## config.mk

```make
export PLATFORM = sky130hd
export DESIGN_NAME = security_config_registers
export DESIGN_NICKNAME = d
export VERILOG_FILES = /design/src/include/sec_cfg_pkg.sv /design/src/design/security_config_registers.sv
export SDC_FILE = /design/constraint.sdc
export NUM_CORES = 1
export LEC_CHECK = 0
export ABC_CLOCK_PERIOD_IN_PS = 2600
export BUFFER_PORTS_ARGS = -buffer_cell sky130_fd_sc_hd__buf_2
export CAP_MARGIN = 20
export CORE_ASPECT_RATIO = 0.7
export CORE_UTILIZATION = 45
export DETAILED_ROUTE_END_ITERATION = 16
export MAX_ROUTING_LAYER = met4
export PLACE_DENSITY = 0.74
export SYNTH_ARGS = -nofsm -noshare
export SYNTH_HDL_FRONTEND = slang
export SYNTH_SLANG_ARGS = --single-unit
```

## constraint.sdc

```tcl
create_clock -name clk_i -period 2.6 [get_ports clk_i]
set_input_delay 0.39 -clock clk_i [delete_from_list [all_inputs] [get_ports clk_i]]
set_output_delay 0.39 -clock clk_i [all_outputs]
set_load 0.005 [all_outputs]
```

## src/include/sec_cfg_pkg.sv

```systemverilog
package sec_cfg_pkg;

    // ----------
    // Register byte offsets
    // ----------
    localparam logic [11:0] OFS_GRAY_IN_HIGH = 12'hb64;
    localparam logic [11:0] OFS_BIN_OUT_LOW = 12'hb68;
    localparam logic [11:0] OFS_BIN_OUT_HIGH = 12'hb6c;
    localparam logic [11:0] OFS_FLASH_ERASE_INHIBIT = 12'he1c;
    localparam logic [11:0] OFS_READ_PROTECT_LEVEL = 12'he3c;
    localparam logic [11:0] OFS_SRAM_EXEC_PERMIT = 12'he58;
    localparam logic [11:0] OFS_SRAM_EXEC_PERMIT_COPY = 12'he5c;
    localparam logic [11:0] OFS_LIFECYCLE_STATE = 12'he80;
    localparam logic [11:0] OFS_LIFECYCLE_STATE_COPY = 12'he84;
    localparam logic [11:0] OFS_DBG_WRITE_GATE = 12'hfa0;
    localparam logic [11:0] OFS_DBG_PERMISSION_CTRL = 12'hfa4;
    localparam logic [11:0] OFS_DBG_PERMISSION_CTRL_COPY = 12'hfa8;
    localparam logic [11:0] OFS_CPU_DBG_PORT_UNLOCK = 12'hfb4;
    localparam logic [11:0] OFS_AUTH_MARKER_WORD = 12'hfc0;
    localparam logic [11:0] OFS_TEST_PORT_CHIP_IDENT = 12'hff0;
    localparam logic [11:0] OFS_PART_VARIANT_INFO = 12'hff4;

    // ----------
    // Field positions and widths
    // ----------
    localparam int GRAY_W = 42;
    localparam int GRAY_HIGH_W = 10;
    localparam int BULK_ERASE_POS = 8;
    localparam int INFO_SECTORS = 4;
    localparam int EXEC_BANKS = 6;
    localparam int EXEC_LOCK_POS = 31;
    localparam int LIFECYCLE_W = 8;
    localparam int GATE_W = 4;
    localparam int PASSIVE_DBG_POS = 2;
    localparam int HALTING_DBG_POS = 0;

    // ----------
    // Codes and reset values
    // ----------
    localparam logic [3:0] GATE_OPEN_CODE = 4'ha;
    localparam logic [3:0] GATE_RESET = 4'ha;
    localparam logic [1:0] DBG_CODE_ENABLE = 2'h2;
    localparam logic [1:0] DBG_CODE_DISABLE = 2'h1;
    localparam logic [3:0] DBG_PERMISSION_RESET = 4'h5;
    localparam logic [31:0] PORT_UNLOCK_CODE = 32'h12345678;
    localparam logic [31:0] PORT_READ_ENABLED = 32'h0000000a;
    localparam logic [31:0] PORT_READ_DENIED = 32'h00000005;
    localparam logic [7:0] KEY_INDEX_FLASH_ERASE = 8'h03;
    localparam logic [7:0] KEY_INDEX_EXEC_COPY = 8'h02;
    localparam logic [7:0] KEY_INDEX_DBG_COPY = 8'h01;
    localparam logic [31:0] WORD_ZERO = 32'h00000000;

endpackage

```

## src/design/security_config_registers.sv

```systemverilog
// Behaviour
// - Upper gray input holds ten bits, rest reserved
// - Convert 42-bit gray; low 32 bits readable
// - Binary bits 41..32 in upper output register
// - Bulk erase block bit sticks until reset
// - Four info sector blocks stick until reset
// - Erase inhibit writable only with key index 3
// - Read protect word accepts one write per reset
// - Exec lock bit freezes both exec registers
// - Six bank execute permission bits
// - Exec copy writable only with key index 2
// - Lifecycle code readable in both registers
// - Debug registers writable only when gate 1010b
// - Passive debug: 10b enables, 01b disables
// - Halting debug: 10b enables, 01b disables
// - Debug permission cleared only by power-on reset
// - Debug copy needs key index 1, key reset
// - Unlock code enables port; reads 0xA else 0x5
// - Port unlock written once, power-on reset only
// - Beacon loaded once by boot, then read-only
// - Chip identifier readable, writes ignored
module security_config_registers
    import sec_cfg_pkg::*;
#(
    parameter logic [31:0] CHIP_IDENT = 32'h0000_1001, // Arbitrary neutral value
    parameter int ADDR_W = 12
) (
    input wire logic clk_i,
    input wire logic rst_i,
    input wire logic por_rst_i,
    input wire logic wb_cyc_i,
    input wire logic wb_stb_i,
    input wire logic wb_we_i,
    input wire logic [ADDR_W-1:0] wb_adr_i,
    input wire logic [3:0] wb_sel_i,
    input wire logic [31:0] wb_dat_i,
    output logic [31:0] wb_dat_o,
    output logic wb_ack_o,
    input wire logic [31:0] gray_in_low_i,
    input wire logic [7:0] key_write_index_i,
    input wire logic key_unlock_reset_i,
    input wire logic [LIFECYCLE_W-1:0] lifecycle_code_i,
    input wire logic [31:0] part_variant_info_i,
    output logic bulk_erase_block_o,
    output logic [INFO_SECTORS-1:0] info_sector_erase_block_o,
    output logic [31:0] read_protect_word_o,
    output logic [EXEC_BANKS-1:0] exec_permit_o,
    output logic [EXEC_BANKS-1:0] exec_permit_copy_o,
    output logic exec_lock_o,
    output logic cpu_passive_dbg_enable_o,
    output logic cpu_halting_dbg_enable_o,
    output logic cpu_passive_dbg_enable_copy_o,
    output logic cpu_halting_dbg_enable_copy_o,
    output logic cpu_dbg_port_enable_o,
    output logic [31:0] auth_marker_o
);

    // ----------
    // Elaboration checks
    // ----------
    if (ADDR_W != 12) begin : g_bad_addr
        $error("ADDR_W must be 12 for this register map");
    end

    // ----------
    // Bus slave
    // ----------
    logic ack_r;
    logic req;
    logic wr_en;
    logic [31:0] lane_mask;
    logic [31:0] rd_nxt;
    logic [31:0] rd_r;

    assign req = wb_cyc_i && wb_stb_i;
    // Writes commit on the edge where the master samples ack
    assign wr_en = req && wb_we_i && ack_r;
    assign wb_ack_o = ack_r;
    assign wb_dat_o = rd_r;

    for (genvar b = 0; b < 4; b++) begin : g_lane
        assign lane_mask[8*b +: 8] = {8{wb_sel_i[b]}};
    end

    function automatic logic [31:0] merge(input logic [31:0] old_v, input logic [31:0] new_v,
                                          input logic [31:0] mask);
        merge = (old_v & ~mask) | (new_v & mask);
    endfunction

    always_ff @(posedge clk_i) begin
        if (rst_i || por_rst_i) begin
            ack_r <= 1'b0;
        end else begin
            ack_r <= req && !ack_r;
        end
    end

    logic hit_gray_high;
    logic hit_flash;
    logic hit_rop;
    logic hit_exec;
    logic hit_exec_copy;
    logic hit_gate;
    logic hit_dbg;
    logic hit_dbg_copy;
    logic hit_port;
    logic hit_marker;

    assign hit_gray_high = wr_en && (wb_adr_i == OFS_GRAY_IN_HIGH);
    assign hit_flash = wr_en && (wb_adr_i == OFS_FLASH_ERASE_INHIBIT);
    assign hit_rop = wr_en && (wb_adr_i == OFS_READ_PROTECT_LEVEL);
    assign hit_exec = wr_en && (wb_adr_i == OFS_SRAM_EXEC_PERMIT);
    assign hit_exec_copy = wr_en && (wb_adr_i == OFS_SRAM_EXEC_PERMIT_COPY);
    assign hit_gate = wr_en && (wb_adr_i == OFS_DBG_WRITE_GATE);
    assign hit_dbg = wr_en && (wb_adr_i == OFS_DBG_PERMISSION_CTRL);
    assign hit_dbg_copy = wr_en && (wb_adr_i == OFS_DBG_PERMISSION_CTRL_COPY);
    assign hit_port = wr_en && (wb_adr_i == OFS_CPU_DBG_PORT_UNLOCK);
    assign hit_marker = wr_en && (wb_adr_i == OFS_AUTH_MARKER_WORD);

    // ----------
    // Gray to binary converter
    // ----------
    logic [GRAY_HIGH_W-1:0] gray_high_r;
    logic [GRAY_W-1:0] gray_full;
    logic [GRAY_W-1:0] bin_nxt;
    logic [GRAY_W-1:0] bin_r;
    logic [31:0] gray_high_wr;

    assign gray_high_wr = merge({22'h000000, gray_high_r}, wb_dat_i, lane_mask);

    always_ff @(posedge clk_i) begin
        if (rst_i || por_rst_i) begin
            gray_high_r <= '0;
        end else if (hit_gray_high) begin
            gray_high_r <= gray_high_wr[GRAY_HIGH_W-1:0];
        end
    end

    assign gray_full = {gray_high_r, gray_in_low_i};

    // Each binary bit is the parity of all gray bits at and above it
    for (genvar i = 0; i < GRAY_W; i++) begin : g_gray
        assign bin_nxt[i] = ^gray_full[GRAY_W-1:i];
    end

    // One register stage keeps the 42-deep parity chain off the read path
    always_ff @(posedge clk_i) begin
        if (rst_i || por_rst_i) begin
            bin_r <= '0;
        end else begin
            bin_r <= bin_nxt;
        end
    end

    // ----------
    // Flash erase inhibit
    // ----------
    logic bulk_erase_block_r;
    logic [INFO_SECTORS-1:0] info_block_r;
    logic [31:0] flash_wr;

    assign flash_wr = wb_dat_i & lane_mask;

    always_ff @(posedge clk_i) begin
        if (rst_i || por_rst_i) begin
            bulk_erase_block_r <= 1'b0;
            info_block_r <= '0;
        end else if (hit_flash && key_write_index_i == KEY_INDEX_FLASH_ERASE) begin
            bulk_erase_block_r <= bulk_erase_block_r | flash_wr[BULK_ERASE_POS];
            info_block_r <= info_block_r | flash_wr[INFO_SECTORS-1:0];
        end
    end

    // ----------
    // Read protect word
    // ----------
    logic [31:0] rop_r;
    logic rop_written_r;

    always_ff @(posedge clk_i) begin
        if (rst_i || por_rst_i) begin
            rop_r <= WORD_ZERO;
            rop_written_r <= 1'b0;
        end else if (hit_rop && !rop_written_r) begin
            rop_r <= merge(rop_r, wb_dat_i, lane_mask);
            rop_written_r <= 1'b1;
        end
    end

    // ----------
    // SRAM execute permission
    // ----------
    logic exec_lock_r;
    logic [EXEC_BANKS-1:0] exec_r;
    logic [EXEC_BANKS-1:0] exec_copy_r;
    logic [31:0] exec_wr;
    logic [31:0] exec_copy_wr;

    assign exec_wr = merge({exec_lock_r, 25'h0000000, exec_r}, wb_dat_i, lane_mask);
    assign exec_copy_wr = merge({26'h0000000, exec_copy_r}, wb_dat_i, lane_mask);

    always_ff @(posedge clk_i) begin
        if (rst_i || por_rst_i) begin
            exec_lock_r <= 1'b0;
            exec_r <= '0;
        end else if (hit_exec && !exec_lock_r) begin
            exec_lock_r <= exec_wr[EXEC_LOCK_POS];
            exec_r <= exec_wr[EXEC_BANKS-1:0];
        end
    end

    always_ff @(posedge clk_i) begin
        if (rst_i || por_rst_i) begin
            exec_copy_r <= '0;
        end else if (hit_exec_copy && !exec_lock_r
                     && key_write_index_i == KEY_INDEX_EXEC_COPY) begin
            exec_copy_r <= exec_copy_wr[EXEC_BANKS-1:0];
        end
    end

    // ----------
    // Debug write gate
    // ----------
    logic [GATE_W-1:0] gate_r;
    logic [31:0] gate_wr;
    logic gate_open;

    assign gate_wr = merge({28'h0000000, gate_r}, wb_dat_i, lane_mask);
    assign gate_open = (gate_r == GATE_OPEN_CODE);

    always_ff @(posedge clk_i) begin
        if (rst_i || por_rst_i) begin
            gate_r <= GATE_RESET;
        end else if (hit_gate) begin
            gate_r <= gate_wr[GATE_W-1:0];
        end
    end

    // ----------
    // Debug permission control and its copy
    // ----------
    logic [3:0] dbg_r;
    logic [3:0] dbg_copy_r;
    logic [31:0] dbg_wr;
    logic [31:0] dbg_copy_wr;

    assign dbg_wr = merge({28'h0000000, dbg_r}, wb_dat_i, lane_mask);
    assign dbg_copy_wr = merge({28'h0000000, dbg_copy_r}, wb_dat_i, lane_mask);

    // System reset deliberately absent: only power-on clears it
    always_ff @(posedge clk_i) begin
        if (por_rst_i) begin
            dbg_r <= DBG_PERMISSION_RESET;
        end else if (hit_dbg && gate_open) begin
            dbg_r <= dbg_wr[3:0];
        end
    end

    always_ff @(posedge clk_i) begin
        if (por_rst_i || key_unlock_reset_i) begin
            dbg_copy_r <= DBG_PERMISSION_RESET;
        end else if (hit_dbg_copy && gate_open && key_write_index_i == KEY_INDEX_DBG_COPY) begin
            dbg_copy_r <= dbg_copy_wr[3:0];
        end
    end

    // Reserved codes leave the feature off
    assign cpu_passive_dbg_enable_o = (dbg_r[PASSIVE_DBG_POS +: 2] == DBG_CODE_ENABLE);
    assign cpu_halting_dbg_enable_o = (dbg_r[HALTING_DBG_POS +: 2] == DBG_CODE_ENABLE);
    assign cpu_passive_dbg_enable_copy_o = (dbg_copy_r[PASSIVE_DBG_POS +: 2] == DBG_CODE_ENABLE);
    assign cpu_halting_dbg_enable_copy_o = (dbg_copy_r[HALTING_DBG_POS +: 2] == DBG_CODE_ENABLE);

    // ----------
    // Debug port unlock
    // ----------
    logic port_written_r;
    logic port_enable_r;
    logic [31:0] port_wr;

    assign port_wr = wb_dat_i & lane_mask;

    always_ff @(posedge clk_i) begin
        if (por_rst_i) begin
            port_written_r <= 1'b0;
            port_enable_r <= 1'b0;
        end else if (hit_port && gate_open && !port_written_r) begin
            port_written_r <= 1'b1;
            port_enable_r <= (port_wr == PORT_UNLOCK_CODE);
        end
    end

    // ----------
    // Authentication marker word
    // ----------
    logic [31:0] marker_r;
    logic marker_loaded_r;

    always_ff @(posedge clk_i) begin
        if (por_rst_i) begin
            marker_r <= WORD_ZERO;
            marker_loaded_r <= 1'b0;
        end else if (hit_marker && gate_open && !marker_loaded_r) begin
            marker_r <= merge(marker_r, wb_dat_i, lane_mask);
            marker_loaded_r <= 1'b1;
        end
    end

    // ----------
    // Read multiplexer
    // ----------
    always_comb begin
        rd_nxt = WORD_ZERO;
        unique case (wb_adr_i)
            OFS_GRAY_IN_HIGH: begin
                rd_nxt[GRAY_HIGH_W-1:0] = gray_high_r;
            end
            OFS_BIN_OUT_LOW: begin
                rd_nxt = bin_r[31:0];
            end
            OFS_BIN_OUT_HIGH: begin
                rd_nxt[GRAY_HIGH_W-1:0] = bin_r[GRAY_W-1:32];
            end
            OFS_FLASH_ERASE_INHIBIT: begin
                rd_nxt[BULK_ERASE_POS] = bulk_erase_block_r;
                rd_nxt[INFO_SECTORS-1:0] = info_block_r;
            end
            OFS_READ_PROTECT_LEVEL: begin
                rd_nxt = rop_r;
            end
            OFS_SRAM_EXEC_PERMIT: begin
                rd_nxt[EXEC_LOCK_POS] = exec_lock_r;
                rd_nxt[EXEC_BANKS-1:0] = exec_r;
            end
            OFS_SRAM_EXEC_PERMIT_COPY: begin
                rd_nxt[EXEC_BANKS-1:0] = exec_copy_r;
            end
            OFS_LIFECYCLE_STATE, OFS_LIFECYCLE_STATE_COPY: begin
                rd_nxt[LIFECYCLE_W-1:0] = lifecycle_code_i;
            end
            OFS_DBG_WRITE_GATE: begin
                rd_nxt[GATE_W-1:0] = gate_r;
            end
            OFS_DBG_PERMISSION_CTRL: begin
                rd_nxt[3:0] = dbg_r;
            end
            OFS_DBG_PERMISSION_CTRL_COPY: begin
                rd_nxt[3:0] = dbg_copy_r;
            end
            OFS_CPU_DBG_PORT_UNLOCK: begin
                rd_nxt = port_enable_r ? PORT_READ_ENABLED : PORT_READ_DENIED;
            end
            OFS_AUTH_MARKER_WORD: begin
                rd_nxt = marker_r;
            end
            OFS_TEST_PORT_CHIP_IDENT: begin
                rd_nxt = CHIP_IDENT;
            end
            OFS_PART_VARIANT_INFO: begin
                rd_nxt = part_variant_info_i;
            end
            default: begin
                rd_nxt = WORD_ZERO;
            end
        endcase
    end

    // Data is captured with the rising ack, so it stands while ack is high
    always_ff @(posedge clk_i) begin
        if (rst_i || por_rst_i) begin
            rd_r <= WORD_ZERO;
        end else if (req && !ack_r) begin
            rd_r <= rd_nxt;
        end
    end

    // ----------
    // Outputs
    // ----------
    assign bulk_erase_block_o = bulk_erase_block_r;
    assign info_sector_erase_block_o = info_block_r;
    assign read_protect_word_o = rop_r;
    assign exec_permit_o = exec_r;
    assign exec_permit_copy_o = exec_copy_r;
    assign exec_lock_o = exec_lock_r;
    assign cpu_dbg_port_enable_o = port_enable_r;
    assign auth_marker_o = marker_r;

endmodule

```

==> impl_metrics.py <==
metrics = {
    "detailed_routing": {
        "dr.pass1.iters": 5,
        "vias": 8623,
        "routedWlPerCell_um": 20.0,
        "vias_per_cell": 5.70,
        "drtIter0Drc": 811,
        "wl_um": 30200,
        "ant_nets": 0,
        "drc_errors": 0,
    },
    "floorplan": {
        "start_util_pct": 46.1,
        "io_pins": 255,
        "core-area_um2": 18000,
        "dieArea_um2": 19000,
        "row_count": 41,
        "die_x_um": 164,
        "die_h_um": 116,
    },
    "clocking": {
        "clk_pin_slew_ps": 70,
        "cts_tree": "done",
        "root_buffer": "clkbuf_16",
        "clock-sinks": 183,
        "numCtsBuffers": 17,
        "clk_latency_ps": 440,
        "h-tree-depth": 4,
        "clockBufferDepth": 2,
        "ctsHoldBuffers": 0,
    },
    "sta": {
        "max_freq_ghz": 0.395,
        "finalSetupTns_ps": 0,
        "slew_headroom_pct": 56.6,
        "setup-violations-final": 0,
        "fin_skew_ps": 12.7,
        "grt_setup_unrepaired": "true",
        "slew_viol_final": 0,
        "hold_viol": 0,
        "postLayoutSetupSlackWorst_ps": 66.7,
        "period_share_pct": 97.4,
        "worst_pin_slew_ps": 648,
        "finalCriticalPeriod_ps": 2530,
    },
    "logic_synthesis": {
        "avgSynthCellArea_um2": 8.53,
        "synth_edf_count": 0,
        "syn_inst": 973,
        "syn-cell-area_um2": 8300,
        "synthFlopType": "dfxtp_1",
        "synth_cell_types": 62,
        "synthArstFlopShare_pct": 0,
        "ys_seq_area_share_pct": 44.2,
        "ys_ff_latch": 183,
        "synth_nets": 1108,
        "synth_warnings": 0,
    },
    "placed_design": {
        "dp_hpwl_um": 22600,
        "port_buffers": 254,
        "dpl_cell_area_um2": 10300,
        "place_ws_ps": -146,
        "gp_congestion": 1.01,
    },
    "final_layout": {
        "drive_above_1_share_pct": 31.3,
        "multi_input_area_um2": 4480,
        "final_cell_area_um2": 11000,
        "nets": 1399,
        "area_growth_pct": 32.4,
        "seq_area_um2": 3670,
        "fillers": 1628,
        "num_antenna_cells": 0,
        "utilization_pct": 61.0,
    },
    "worst_setup_path": {
        "cp.required_ps": 2960,
        "critPathKind": "reg -> reg",
        "crit_buf_inv": 0,
        "path_max_fanout": 5,
        "critical_path.most_common_cell": "xnor3_2",
        "crit_arrival_ps": 2890,
        "cp-end-kind": "flip-flop",
        "slowest_delay_ps": 440,
        "crit_family": "XOR/XNOR gates",
        "cp_slowest_cell": "xnor3_2",
        "crit_chain": "xnor3_2 -> xor2_2 -> xnor3_2 -> xnor3_2 -> xor3_2 -> xnor2_4 -> mux2i_1",
        "start_kind": "flip-flop",
    },
    "global_routing": {
        "grt_pass1_vias": 7971,
        "grt_antenna_before_repair": 1,
        "grt_pass1_wl_um": 45400,
        "grt_max_degree": 70,
        "grt_overflow": 0,
        "grt_usage_pct": 32.9,
    },
    "min_path": {
        "hp-class": "in -> reg",
    },
    "power": {
        "total_power_mw": 7.00,
        "p_leak_nw": 4.63,
        "max-vdd-ir-drop_uv": 374,
        "powerDensity_nw_per_um2": 637,
    },
    "flow_run": {
        "max_cap_viol_count": 0,
    },
    "run_status": {
        "status": "completed",
    },
}
[what timing repair did]
| action | 4_1_cts | 5_1_grt |
|---|---|---|
| endpoints found under the setup margin | 1 | 10 |
| pin swaps | 0 | 1 |
| gates resized for setup | 1 | 6 |
| buffers inserted | 0 | 2 |
[logic make-up after synthesis]
kind of cell    after synthesis  synth area share, %
xor+xnor                     68                 9.47
mux                          30                 3.65
flops                       183                 44.2
compound gates              246                 18.6
buf+inv                      65                 2.97
simple gates                381                 21.1
[worst register-to-register path: stages (launching register included)]
cell     delay [ps]
dfxtp_2         330
xnor3_2         440
xor2_2          160
xnor3_2         360
xnor3_2         390
xor3_2          370
xnor2_4         220
mux2i_1         200
[stage by stage]
| stage | cells | hold WS (ps) |
|---|---|---|
| floorplan | 973 | 445 |
| global placement | 1479 | 442 |
| detailed placement | 1479 | 449 |
| CTS | 1511 | 155 |
| global route | 1513 | 152 |
| finish | 1513 | 164 |
[cell type report]
class                      instances  share of cell area (%)
multi-input combinational        725                    40.8
tap                              236                    2.69
clock inverter                    13                    1.45
sequential                       183                    33.4
clock buffer                      19                    4.03
inverter                           5                   0.171
timing repair buffer             332                    17.5
[Yosys cell counts, types with 7 or more instances]
cell type	count	area, µm²
a21oi_1	135	676
a221oi_1	9	78.8
a222oi_1	7	70.1
a22o_1	12	105
a22oi_1	53	398
and2_1	11	68.8
clkbuf_1	52	195
dfxtp_1	183	3660
mux2i_1	28	280
nand2_1	179	672
nand3_1	9	45.0
nand4_1	8	50.1
nor2_1	96	360
nor3_1	10	50.1
nor4_1	15	93.8
o21ai_0	8	40.0
xnor2_1	31	272
xor2_1	23	201
[layer usage]
metal	track usage (%)	vias to the layer above	wire length (µm)
li1	-	4022	-
met3	6.94	42	2810
met4	8.27	0	376
met1	47.1	4081	14300
met5	-	-	0
met2	46.5	478	12800
[placed cells by master (no fill, tap or decap), drive strengths merged, types with 9 or more instances in the layout]
cell	n
a22o	12
clkbuf	19
xnor2	34
nand3	9
a22oi	53
nor4	16
a21oi	135
inv	12
nor2	96
buf	332
and2	13
mux2i	28
nand2	179
nor3	10
a221oi	9
dfxtp	183
xor2	24
[final timing paths]
path            endpoint  cells past startpoint  slack [ps]                from
max             bin_r[3]                      7          70           flip-flop
min            flip-flop                      2         160  key_unlock_reset_i
max reg2reg     bin_r[3]                      7          70           flip-flop
min reg2reg  wb_dat_o[2]                      2         460         wb_dat_o[2]
[report_power, final]
group	switching (mW)	internal, mW	leakage, nW	total (mW)
sequential	0.0594	2.93	1.48	2.99
combinational	0.649	0.689	2.85	1.34
clock	1.19	1.48	0.300	2.67
Note: power is estimated with default switching activity, not from simulation.
